--- src/rtl/charge_cycle_pkg.sv ---
/*
 * Constants for the charge cycle controller: phase codes, recharge
 * offsets, charge voltage targets, current caps and timing counts.
 * Assumes a single 40 MHz device clock.
 */
// Functional notes
// [RULE1] charging enabled only when enable bit is 1 and enable pin low
// [RULE2] new cycle needs converter up, enabled, no thermistor, no timer fault
// [RULE3] terminate when current low, voltage above recharge, no regulation
// [RULE4] after termination, restart when battery falls below recharge level
// [RULE5] toggling enable pin or bit after termination starts fresh cycle
// [RULE6] indicator low while charging, high done or disabled, blinks on fault
// [RULE7] indicator disable bit releases the indicator pin
// [RULE8] three-bit phase code encodes not charging through termination done
// [RULE9] every phase code change issues a host interrupt pulse
// [RULE10] cycle start picks trickle, pre-charge or fast by battery voltage
// [RULE11] trickle to pre-charge switch at fixed 2.2 V threshold
// [RULE12] regulate 2.5 V per cell for fixed duration in that transition
// [RULE13] pre-charge exit threshold is a ratio of charge voltage target
// [RULE14] power-limit or thermal regulation inhibits termination, halves timer
// [RULE15] input voltage and current limit flags follow their loops
// [RULE16] system below minimum reduces charge current to hold rail
// [RULE17] minimum-system regulation in linear mode caps current at 2 A
// [RULE18] linear-pass disable uses converter loop, drops rail minimum hold
// [RULE19] in trickle, linear-pass disable changes nothing
// [RULE20] system below battery enters supplement mode, battery switch on
// [RULE21] supplement mode ends when battery drops below depletion level
// [RULE22] default targets 4.2, 8.4, 12.6, 16.8 V for one to four cells
// [RULE23] charge event mask suppresses every charge cycle interrupt pulse
// [RULE24] fault blink period about one second from device clock
package charge_cycle_pkg;
    localparam int unsigned CLK_HZ            = 40_000_000;
    localparam int unsigned BLINK_PERIOD_MS   = 1000;
    localparam int unsigned BLINK_HALF_CYC    = CLK_HZ / 1000 * BLINK_PERIOD_MS / 2;
    localparam int unsigned SHORTZ_TIME_US    = 1000;
    localparam int unsigned SHORTZ_CYC        = CLK_HZ / 1_000_000 * SHORTZ_TIME_US;
    localparam int unsigned CNT_W             = 25;

    // millivolt quantities on the comparator buses
    localparam int unsigned MV_W              = 16;
    localparam logic [15:0] DEEP_DISCHARGE_MV = 16'h0898; // 2200 mV
    localparam logic [15:0] HOLD_PER_CELL_MV  = 16'h09c4; // 2500 mV
    localparam logic [15:0] RECHG_OFS0_MV     = 16'h0064; // 100 mV
    localparam logic [15:0] RECHG_OFS1_MV     = 16'h00c8; // 200 mV default
    localparam logic [15:0] RECHG_OFS2_MV     = 16'h012c; // 300 mV
    localparam logic [15:0] RECHG_OFS3_MV     = 16'h0190; // 400 mV
    localparam logic [1:0]  RECHG_SEL_RESET   = 2'h1;
    localparam logic [15:0] VTARGET_1S_MV     = 16'h1068; // 4200 mV
    localparam logic [15:0] VTARGET_2S_MV     = 16'h20d0; // 8400 mV
    localparam logic [15:0] VTARGET_3S_MV     = 16'h3138; // 12600 mV
    localparam logic [15:0] VTARGET_4S_MV     = 16'h41a0; // 16800 mV
    // pre-charge exit as target * num / 16
    localparam logic [3:0]  LOWV_RATIO_NUM    = 4'hb;
    localparam logic [15:0] LDO_CAP_MA        = 16'h07d0; // 2000 mA

    typedef enum logic [2:0] {
        PH_IDLE    = 3'b000,
        PH_TRICKLE = 3'b001,
        PH_PRECHG  = 3'b010,
        PH_FAST    = 3'b011,
        PH_TAPER   = 3'b100,
        PH_RSVD    = 3'b101,
        PH_TOPOFF  = 3'b110,
        PH_DONE    = 3'b111
    } phase_e;
endpackage

--- src/rtl/charge_cycle_ctrl.sv ---
/*
 * Charge cycle sequencer: phase selection, termination, recharge,
 * indicator pin, interrupt pulses and power-path decisions.
 * Assumes analog comparator levels arrive asynchronously and are
 * synchronised here; millivolt buses are quasi-static.
 */
`timescale 1ns/100ps
module charge_cycle_ctrl
(
    // clock and reset
    input  wire logic                            i_clk,
    input  wire logic                            i_rst_n,
    // host control bits
    input  wire logic                            i_charge_enable_bit,
    input  wire logic                            i_indicator_pin_disable,
    input  wire logic [1:0]                      i_recharge_offset_select,
    input  wire logic                            i_linear_pass_disable,
    input  wire logic                            i_charge_event_mask,
    input  wire logic [1:0]                      i_cell_count_sel,
    input  wire logic [15:0]                     i_charge_current_ma,
    // pins and comparator levels
    input  wire logic                            i_charge_enable_pin_n,
    input  wire logic                            i_converter_up,
    input  wire logic                            i_thermistor_fault,
    input  wire logic                            i_timer_fault,
    input  wire logic                            i_current_below_term,
    input  wire logic                            i_cv_loop_active,
    input  wire logic                            i_thermal_reg,
    input  wire logic                            i_input_voltage_limit_loop,
    input  wire logic                            i_input_current_limit_loop,
    input  wire logic                            i_sys_below_min,
    input  wire logic                            i_sys_below_bat,
    input  wire logic                            i_bat_depleted,
    // battery voltage in millivolts
    input  wire logic [charge_cycle_pkg::MV_W-1:0] i_vbat_mv,
    // status and control outputs
    output logic [2:0]                           o_charge_phase_code,
    output logic                                 o_host_int_pulse,
    output logic                                 o_indicator_out,
    output logic                                 o_indicator_oe_n,
    output logic                                 o_input_voltage_limit_flag,
    output logic                                 o_input_current_limit_flag,
    output logic                                 o_battery_switch_on,
    output logic                                 o_hold_per_cell,
    output logic                                 o_min_sys_hold,
    output logic                                 o_converter_current_loop,
    output logic [15:0]                          o_current_limit_ma,
    output logic                                 o_timer_half_rate
);
    import charge_cycle_pkg::*;

    localparam int NSYNC = 12;
    localparam logic [NSYNC-1:0] SYNC_RST = 12'h800; // enable pin idles high

    // two-flop synchronisers for all asynchronous levels
    logic [NSYNC-1:0] async_in;
    logic [NSYNC-1:0] sync1_ff;
    logic [NSYNC-1:0] sync2_ff;
    assign async_in = {i_charge_enable_pin_n, i_converter_up, i_thermistor_fault,
                       i_timer_fault, i_current_below_term, i_cv_loop_active,
                       i_thermal_reg, i_input_voltage_limit_loop,
                       i_input_current_limit_loop, i_sys_below_min,
                       i_sys_below_bat, i_bat_depleted};

    genvar g;
    generate
        for (g = 0; g < NSYNC; g++)
        begin : g_sync
            always_ff @(posedge i_clk)
            begin
                sync1_ff[g] <= i_rst_n ? async_in[g] : SYNC_RST[g];
                sync2_ff[g] <= i_rst_n ? sync1_ff[g] : SYNC_RST[g];
            end
        end
    endgenerate

    logic s_pin_n, s_conv, s_therm, s_tfault, s_iterm, s_cv, s_treg;
    logic s_vlim, s_ilim, s_sysmin, s_sysbat, s_depl;
    assign {s_pin_n, s_conv, s_therm, s_tfault, s_iterm, s_cv, s_treg,
            s_vlim, s_ilim, s_sysmin, s_sysbat, s_depl} = sync2_ff;

    // enable, start and termination qualifiers
    logic enabled;
    logic start_ok;
    logic regulating;
    logic [15:0] vtarget;
    logic [15:0] rechg_ofs;
    logic [19:0] lowv_prod;
    logic [15:0] lowv_mv;
    logic [15:0] rechg_mv;
    logic bat_below_rechg;
    logic term_ok;

    assign enabled    = i_charge_enable_bit && !s_pin_n;                 // RULE1
    assign start_ok   = s_conv && enabled && !s_therm && !s_tfault;       // RULE2
    assign regulating = s_vlim || s_ilim || s_treg;

    // target voltage per cell count
    always_comb
    begin
        case (i_cell_count_sel)                                           // RULE22
            2'h0: vtarget = VTARGET_1S_MV;
            2'h1: vtarget = VTARGET_2S_MV;
            2'h2: vtarget = VTARGET_3S_MV;
            default: vtarget = VTARGET_4S_MV;
        endcase
        case (i_recharge_offset_select)                                   // RULE4
            2'h0: rechg_ofs = RECHG_OFS0_MV;
            2'h1: rechg_ofs = RECHG_OFS1_MV;
            2'h2: rechg_ofs = RECHG_OFS2_MV;
            default: rechg_ofs = RECHG_OFS3_MV;
        endcase
    end

    assign lowv_prod       = 20'(vtarget) * 20'(LOWV_RATIO_NUM);          // RULE13
    assign lowv_mv         = lowv_prod[19:4];
    assign rechg_mv        = vtarget - rechg_ofs;
    assign bat_below_rechg = i_vbat_mv < rechg_mv;
    assign term_ok = s_iterm && !bat_below_rechg && s_cv && !regulating;  // RULE3 RULE14

    // hold counter for the 2.5 V per cell step
    logic [CNT_W-1:0] hold_cnt_ff;
    logic             hold_done;
    assign hold_done = (hold_cnt_ff == CNT_W'(SHORTZ_CYC - 1));

    // phase sequencer
    phase_e phase_ff;
    phase_e nxt_phase;
    logic   hold_ff;
    always_comb
    begin
        nxt_phase = phase_ff;
        if (!start_ok && phase_ff != PH_DONE)
            nxt_phase = PH_IDLE;
        else if (!enabled)
            nxt_phase = PH_IDLE;                                          // RULE5
        else
        begin
            case (phase_ff)
                PH_IDLE:
                begin
                    if (i_vbat_mv < DEEP_DISCHARGE_MV)                    // RULE10
                        nxt_phase = PH_TRICKLE;
                    else if (i_vbat_mv < lowv_mv)
                        nxt_phase = PH_PRECHG;
                    else
                        nxt_phase = PH_FAST;
                end
                PH_TRICKLE:
                begin
                    if (hold_ff && hold_done)                             // RULE12
                        nxt_phase = PH_PRECHG;
                end
                PH_PRECHG:
                begin
                    if (i_vbat_mv < DEEP_DISCHARGE_MV)
                        nxt_phase = PH_TRICKLE;
                    else if (i_vbat_mv >= lowv_mv)
                        nxt_phase = PH_FAST;
                end
                PH_FAST:
                begin
                    if (i_vbat_mv < lowv_mv)
                        nxt_phase = PH_PRECHG;
                    else if (s_cv)
                        nxt_phase = PH_TAPER;
                end
                PH_TAPER:
                begin
                    if (term_ok)                                          // RULE3
                        nxt_phase = PH_DONE;
                    else if (!s_cv)
                        nxt_phase = PH_FAST;
                end
                PH_DONE:
                begin
                    if (bat_below_rechg && start_ok)                      // RULE4
                        nxt_phase = PH_IDLE;
                end
                default: nxt_phase = PH_IDLE;
            endcase
        end
    end

    always_ff @(posedge i_clk)
    begin
        if (!i_rst_n)
            phase_ff <= PH_IDLE;
        else
            phase_ff <= nxt_phase;
    end

    // trickle exit hold: 2.5 V/cell regulation after 2.2 V crossing
    always_ff @(posedge i_clk)
    begin
        if (!i_rst_n || phase_ff != PH_TRICKLE)
        begin
            hold_ff     <= 1'b0;
            hold_cnt_ff <= '0;
        end
        else if (!hold_ff && i_vbat_mv >= DEEP_DISCHARGE_MV)              // RULE11
            hold_ff <= 1'b1;
        else if (hold_ff && !hold_done)
            hold_cnt_ff <= hold_cnt_ff + 1'b1;
    end

    // phase code output and interrupt pulse on each change
    always_ff @(posedge i_clk)
    begin
        if (!i_rst_n)
        begin
            o_charge_phase_code <= PH_IDLE;
            o_host_int_pulse    <= 1'b0;
        end
        else
        begin
            o_charge_phase_code <= phase_ff;                              // RULE8
            o_host_int_pulse    <= (phase_ff != o_charge_phase_code)      // RULE9
                                   && !i_charge_event_mask;               // RULE23
        end
    end

    // blink timer for the fault indication
    logic [CNT_W-1:0] blink_cnt_ff;
    logic             blink_ff;
    always_ff @(posedge i_clk)
    begin
        if (!i_rst_n)
        begin
            blink_cnt_ff <= '0;
            blink_ff     <= 1'b0;
        end
        else if (blink_cnt_ff == CNT_W'(BLINK_HALF_CYC - 1))             // RULE24
        begin
            blink_cnt_ff <= '0;
            blink_ff     <= !blink_ff;
        end
        else
            blink_cnt_ff <= blink_cnt_ff + 1'b1;
    end

    // indicator pin: low charging, high done or disabled, blink on fault
    logic charging;
    logic fault;
    assign charging = phase_ff != PH_IDLE && phase_ff != PH_DONE;
    assign fault    = enabled && (s_therm || s_tfault);
    always_ff @(posedge i_clk)
    begin
        if (!i_rst_n)
        begin
            o_indicator_out  <= 1'b1;
            o_indicator_oe_n <= 1'b1;
        end
        else
        begin
            o_indicator_oe_n <= i_indicator_pin_disable;                  // RULE7
            if (fault)
                o_indicator_out <= blink_ff;                              // RULE6
            else
                o_indicator_out <= !charging;                             // RULE6
        end
    end

    // input limit flags and timer rate
    always_ff @(posedge i_clk)
    begin
        if (!i_rst_n)
        begin
            o_input_voltage_limit_flag <= 1'b0;
            o_input_current_limit_flag <= 1'b0;
            o_timer_half_rate          <= 1'b0;
        end
        else
        begin
            o_input_voltage_limit_flag <= s_vlim;                         // RULE15
            o_input_current_limit_flag <= s_ilim;                         // RULE15
            o_timer_half_rate          <= charging && regulating;         // RULE14
        end
    end

    // supplement mode and battery switch
    logic supplement_ff;
    always_ff @(posedge i_clk)
    begin
        if (!i_rst_n)
            supplement_ff <= 1'b0;
        else if (s_depl)
            supplement_ff <= 1'b0;                                        // RULE21
        else if (s_sysbat)
            supplement_ff <= 1'b1;                                        // RULE20
    end

    // power path: minimum system hold, current loop choice and cap
    logic ldo_off;
    logic [15:0] nxt_limit;
    assign ldo_off = i_linear_pass_disable && phase_ff != PH_TRICKLE;     // RULE19
    always_comb
    begin
        nxt_limit = i_charge_current_ma;
        if (!charging || (s_sysmin && !ldo_off && i_vbat_mv < vtarget &&  // RULE16
            supplement_ff))
            nxt_limit = 16'h0000;
        else if (s_sysmin && !ldo_off && i_charge_current_ma > LDO_CAP_MA)
            nxt_limit = LDO_CAP_MA;                                       // RULE17
    end

    always_ff @(posedge i_clk)
    begin
        if (!i_rst_n)
        begin
            o_battery_switch_on      <= 1'b0;
            o_hold_per_cell          <= 1'b0;
            o_min_sys_hold           <= 1'b1;
            o_converter_current_loop <= 1'b0;
            o_current_limit_ma       <= 16'h0000;
        end
        else
        begin
            o_battery_switch_on      <= supplement_ff || (charging && phase_ff != PH_DONE);
            o_hold_per_cell          <= hold_ff;                          // RULE12
            o_min_sys_hold           <= !ldo_off;                         // RULE18
            o_converter_current_loop <= ldo_off;                          // RULE18
            o_current_limit_ma       <= nxt_limit;
        end
    end

    // checks
    a_enable_gate: assert property (@(posedge i_clk) disable iff (!i_rst_n)
        !enabled |=> phase_ff == PH_IDLE || phase_ff == PH_DONE) // RULE1
        else $error("charging while disabled");
    a_start_cond: assert property (@(posedge i_clk) disable iff (!i_rst_n)
        phase_ff == PH_IDLE && nxt_phase != PH_IDLE |-> start_ok) // RULE2
        else $error("cycle started without qualifiers");
    a_term_inhibit: assert property (@(posedge i_clk) disable iff (!i_rst_n)
        phase_ff == PH_TAPER && regulating |=> phase_ff != PH_DONE) // RULE14
        else $error("termination during regulation");
    a_int_on_change: assert property (@(posedge i_clk) disable iff (!i_rst_n)
        $changed(phase_ff) && !i_charge_event_mask |=> o_host_int_pulse) // RULE9
        else $error("missing interrupt on phase change");
    a_int_masked: assert property (@(posedge i_clk) disable iff (!i_rst_n)
        i_charge_event_mask |=> !o_host_int_pulse) // RULE23
        else $error("interrupt while masked");
    a_code_follows: assert property (@(posedge i_clk) disable iff (!i_rst_n)
        ##1 o_charge_phase_code == $past(phase_ff) && o_charge_phase_code != PH_RSVD) // RULE8
        else $error("phase code mismatch");
    a_indicator_off: assert property (@(posedge i_clk) disable iff (!i_rst_n)
        i_indicator_pin_disable |=> o_indicator_oe_n) // RULE7
        else $error("indicator driven while disabled");
    a_ldo_cap: assert property (@(posedge i_clk) disable iff (!i_rst_n)
        s_sysmin && !ldo_off |=> o_current_limit_ma <= LDO_CAP_MA) // RULE17
        else $error("current over linear cap");
    a_supp_exit: assert property (@(posedge i_clk) disable iff (!i_rst_n)
        s_depl |=> !supplement_ff ##1 (!o_battery_switch_on || $past(charging))) // RULE21
        else $error("supplement kept after depletion");
    a_hold_len: assert property (@(posedge i_clk) disable iff (!i_rst_n)
        phase_ff == PH_TRICKLE && nxt_phase == PH_PRECHG |-> hold_done) // RULE12
        else $error("hold step too short");
    c_full_cycle: cover property (@(posedge i_clk) disable iff (!i_rst_n)
        phase_ff == PH_TAPER ##1 phase_ff == PH_DONE);
    c_trickle_exit: cover property (@(posedge i_clk) disable iff (!i_rst_n)
        phase_ff == PH_TRICKLE ##1 phase_ff == PH_PRECHG);
    c_recharge: cover property (@(posedge i_clk) disable iff (!i_rst_n)
        phase_ff == PH_DONE ##1 phase_ff == PH_IDLE);
    c_supplement: cover property (@(posedge i_clk) disable iff (!i_rst_n)
        $rose(supplement_ff));
endmodule

--- config.mk ---
export PLATFORM = sky130hd
export DESIGN_NAME = charge_cycle_ctrl
export DESIGN_NICKNAME = d
export VERILOG_FILES = /design/src/rtl/charge_cycle_pkg.sv /design/src/rtl/charge_cycle_ctrl.sv
export SDC_FILE = /design/constraint.sdc
export NUM_CORES = 1
export LEC_CHECK = 0
export BUFFER_PORTS_ARGS = -buffer_cell sky130_fd_sc_hd__buf_2
export CORE_MARGIN = 2
export CORE_UTILIZATION = 59
export CTS_BUF_LIST = sky130_fd_sc_hd__clkbuf_8
export DETAILED_ROUTE_END_ITERATION = 10
export HOLD_SLACK_MARGIN = 0.05
export PLACE_DENSITY_LB_ADDON = 0.25
export SETUP_SLACK_MARGIN = 0.15
export SYNTH_ARGS = -nofsm -noshare
export SYNTH_HDL_FRONTEND = slang
export SYNTH_SLANG_ARGS = --single-unit
export TNS_END_PERCENT = 1
--- constraint.sdc ---
create_clock -name i_clk -period 5 [get_ports i_clk]
set_input_delay 0.25 -clock i_clk [delete_from_list [all_inputs] [get_ports i_clk]]
set_output_delay 0.25 -clock i_clk [all_outputs]
set_load 0.005 [all_outputs]
==> summary.md <==
| Metric | Value |
|---|---|
| Port bufs | `between 80 and 90` |
| Met3 wire length | `roughly 620 um` |
| Flop pwr share | `a little over half` |
| CP bufs+invs | `3` |
| Unique masters post-synth | `49` |
| Worst skew pair latency | `0.39 ns` |
| RSZ-0062 raised after global routing | `false` |
| Run status | `finished clean` |
| Cell-internal power | `between 1 and 1.5 mW` |
| Share of cells above drive strength 1 | `approximately 15%` |
| Synth Area in Compound Gates | `roughly 9%` |
| Worst clock skew | `~0.015 ns` |
| Post-DRT Antenna Nets | `0` |
| Gpl congestion | `~0.94` |
| Starting density of the core | `roughly 60%` |
| Layout overhead on the synthesized area | `13.0%` |
| DR pass1 iterations | `4` |
| Post-Place Cells | `around 800` |
| Largest family of logic cells by synthesized area | `simple AND/OR/NAND/NOR gates` |
| Final Cycle Share | `85.9%` |
| Cell count after synthesis | `between 600 and 700` |
| Register area share after synthesis | `roughly 40%` |
| Post-synthesis adder-cell area fraction | `12.0%` |
| Hold path cells | `2` |
| Final Max Slew Viols | `0` |
| Final min period | `4.29 ns` |
| Ports | `just over 80` |
| Most used cell along the critical path | `ha_1` |
| Max layer used | `met4` |
| Critical path's slowest cell | `o41ai_1` |
| Setup crit start kind | `input pin` |
| Row Count | `35` |
| Hold EP | `sync1_ff[4]$_SDFF_PN0_` |
| Synthesized area per cell | `around 9 um2` |
| F_max | `~0.23 GHz` |
| Number of synthesized flops with an enable pin | `0` |
| Mux cell area share after synthesis | `0.545%` |
| H-tree depth | `3` |
| Yosys reg bits | `around 110` |
| Fin Setup TNS | `0 ns` |
| Pin count of the biggest net entering global routing | `39` |
| Reg-to-Reg End | `hold_cnt_ff[17]$_SDFFE_PP0P_` |
| TritonCTS sink count | `roughly 110` |
| Simple-gate share of the synthesized area | `a little over a quarter` |
| Die height | `a little over 100 um` |
| Vias after detailed routing | `4,521` |
| Final non-filler cell total | `814` |
| Post-CTS Setup Bufs | `0` |
| WP data arrival | `~4.6 ns` |
| Initial antenna violation count | `0` |
| Hold Buf Count CTS | `2` |
| Antenna diodes | `0` |
| Max cap viols | `0` |
| Overflow after GRT | `0` |
| Die area | `just over 10,000 um2` |
| Clock Power Share | `about 33%` |
| Worst-path clk slew | `~0.11 ns` |
| Synth warnings | `0` |
| Top_reg_cell synth | `dfxtp_1` |
| Die X-Extent | `between 100 and 150 um` |
| CP delay by family, top | `compound AO/OA/AOI/OAI gates` |
| Max-slew headroom | `40.0%` |
| Vias in the first global route | `~4,300` |
| Clock root buffer | `clkbuf_8` |
| Max incr delay on CP | `between 0.5 and 0.6 ns` |
| Worst Reg-to-Reg Cells | `7` |
| Hold Fails Final Rpt | `0` |
| Critical Path Sink Type | `flip-flop` |
| Post-Synthesis Net Count | `727` |
| Setup ws final | `between 0.7 and 0.8 ns` |
| PwrDens | `~270 nW/um2` |
| Placeable Area | `9150 um2` |
| Mapped cell area | `about 5500 um2` |
| Post-layout util | `between 60% and 70%` |
| Leak | `roughly 2.7 nW` |
| Met1 Wirelength | `around 5400 um` |
| Post-Synth XOR/XNOR Area | `around 9.1%` |
| Switching share of power | `a little over a quarter` |
| WL per Instance | `~14 um` |
| Global-route wire length before repair | `19,400 um` |
| Ys async rst share | `0%` |
| Worst vdd ir | `0.000131 V` |
| Setup WS pre-CTS | `between 0.3 and 0.4 ns` |
| CTS max path bufs | `2` |
| Cts bufs inserted | `9` |
| CTS tree | `built` |
| Nets | `between 800 and 900` |
| Worst EP required | `5.31 ns` |
| Final setup violation count | `0` |
| Combinational share of power | `14.0%` |
| Met2 WL post-DR | `5510 um` |
| Post-Route WL | `about 12,000 um` |
| CP Max Fanout | `8` |
| Worst-Margin Slew | `0.897 ns` |
| HPWL after DPL | `between 8000 and 9000 um` |
| Psw | `~0.45 mW` |
| Remaining DRCs | `0` |
| 1st-iter DRT viols | `163` |
| Worst setup path class | `input pin to flip-flop` |
| Tot GR Track Use | `between 20% and 30%` |
| Hold Slack | `0.0701 ns` |
| Post-CTS sizing | `0` |
| Most frequent cells in the layout | `dfxtp_1, nor2_1, buf_2` |
| Crit path cell chain | `buf_2, inv_1, ha_1, o21ai_0, inv_1, ha_1, a21oi_1, nor2b_1, nor4_1, o41ai_1, nor2_1, xnor2_1, ha_1, nand4_1, nor2_1, o41ai_1, a21oi_1, o32ai_2, a2111oi_4, mux2i_1` |
| DR vias/cell | `between 5 and 6` |
| Beginning of the worst register-to-register path | `hold_cnt_ff[9]$_SDFFE_PP0P_` |
| Commonest non-fill, non-tap cell in the layout | `dfxtp_1` |
| R2R setup slack | `between 2 and 2.5 ns` |
| Worst hold-check path type | `input pin to flip-flop` |
| Worst hold start | `i_input_voltage_limit_loop` |
## sequential cells by signal (all words and copies together) (netlist names), 3 cells and up
name                 count
o_charge_phase_code      3
phase_ff                 3
hold_cnt_ff             25
o_current_limit_ma      16
sync1_ff                12
blink_cnt_ff            25
## worst reg2reg max path, stage by stage, from the launching register on
cell and delay [ns]:
dfxtp_1 0.37, or4_1 0.53, or4_4 0.53, o211a_1 0.35, nand4_1 0.27, nor2_1 0.10, xnor2_1 0.17, nor2_1 0.06
## worst max path at each step
stage,from,to,slack (ns),cells after the start
2_1_floorplan,i_cell_count_sel[0],phase_ff[1]$_SDFFE_PP0P_,1.21,19
3_3_place_gp,i_cell_count_sel[0],phase_ff[1]$_SDFFE_PP0P_,0.70,20
3_5_place_dp,i_cell_count_sel[0],phase_ff[2]$_SDFFE_PP0P_,0.36,20
4_1_cts,i_cell_count_sel[0],phase_ff[2]$_SDFFE_PP0P_,0.75,20
5_1_grt,i_cell_count_sel[0],phase_ff[1]$_SDFFE_PP0P_,0.47,20
6_report,i_cell_count_sel[0],phase_ff[2]$_SDFFE_PP0P_,0.71,20
## through the flow
stage          total power [mW]  cell area [um2]
4_1_cts                    1.68             6210
5_1_grt                    1.76             6220
2_1_floorplan              1.06             5510
3_5_place_dp               1.14             5980
6_report                   1.67             6220
3_3_place_gp               1.13             5980
## power groups by stage
stage	combinational [mW]	clock [mW]	sequential [mW]
final	0.234	0.554	0.887
after global routing	0.266	0.602	0.889
after detailed placement	0.229	0	0.907
after CTS	0.232	0.565	0.887
after floorplan	0.157	0	0.906
after global placement	0.223	0	0.906
## metal layers
metal | global-route usage [%] | vias to the layer above
met4 | 6.53 | 0
met3 | 5.20 | 12
met5 | 0 | -
li1 | - | 2281
met1 | 30.8 | 2108
met2 | 40.0 | 120
## cells in the mapped netlist (2+ instances only)
master	count	area share, %
a211oi_1	5	0.68
a21oi_1	20	1.8
a221oi_1	2	0.32
a31oi_1	2	0.23
and2_1	36	4.1
and3_1	10	1.1
and3b_1	6	0.95
buf_1	2	0.14
clkbuf_1	14	0.95
conb_1	2	0.14
dfxtp_1	109	40
ha_1	53	12
inv_1	25	1.7
mux2i_1	3	0.55
nand2_1	39	2.7
nand2b_1	9	1.0
nand3_1	26	2.4
nand4_1	18	2.0
nor2_1	87	5.9
nor2b_1	9	1.0
nor3_1	11	1.0
nor4_1	10	1.1
nor4b_1	2	0.32
o211a_1	2	0.36
o211ai_1	6	0.82
o21a_1	10	1.4
o21ai_0	12	1.1
o41ai_1	4	0.64
or2_2	3	0.34
or3_1	4	0.45
or4_1	6	0.82
xnor2_1	24	3.8
xor2_1	33	5.2
## area by class of cell
class,count,area [um2]
Clock inverter,6,82.6
Inverter,25,93.8
Tap cell,111,139
Sequential cell,109,2180
Clock buffer,9,124
Fill cell,745,2930
Multi-Input combinational cell,469,3160
Timing Repair Buffer,85,440
## cells by family (layout without fill, tap and decap cells)
| family | after synthesis | in the layout |
|---|---|---|
| muxes | 3 | 3 |
| xor gates and xnor gates | 57 | 57 |
| buffers and inverters | 42 | 125 |
| and+or+nand+nor | 282 | 282 |
| AOI/OAI and AO/OA | 72 | 72 |
| adders and majority gates | 53 | 53 |
| DFF | 109 | 109 |
| other | 2 | 2 |
Note: power is estimated with default switching activity, not from simulation.
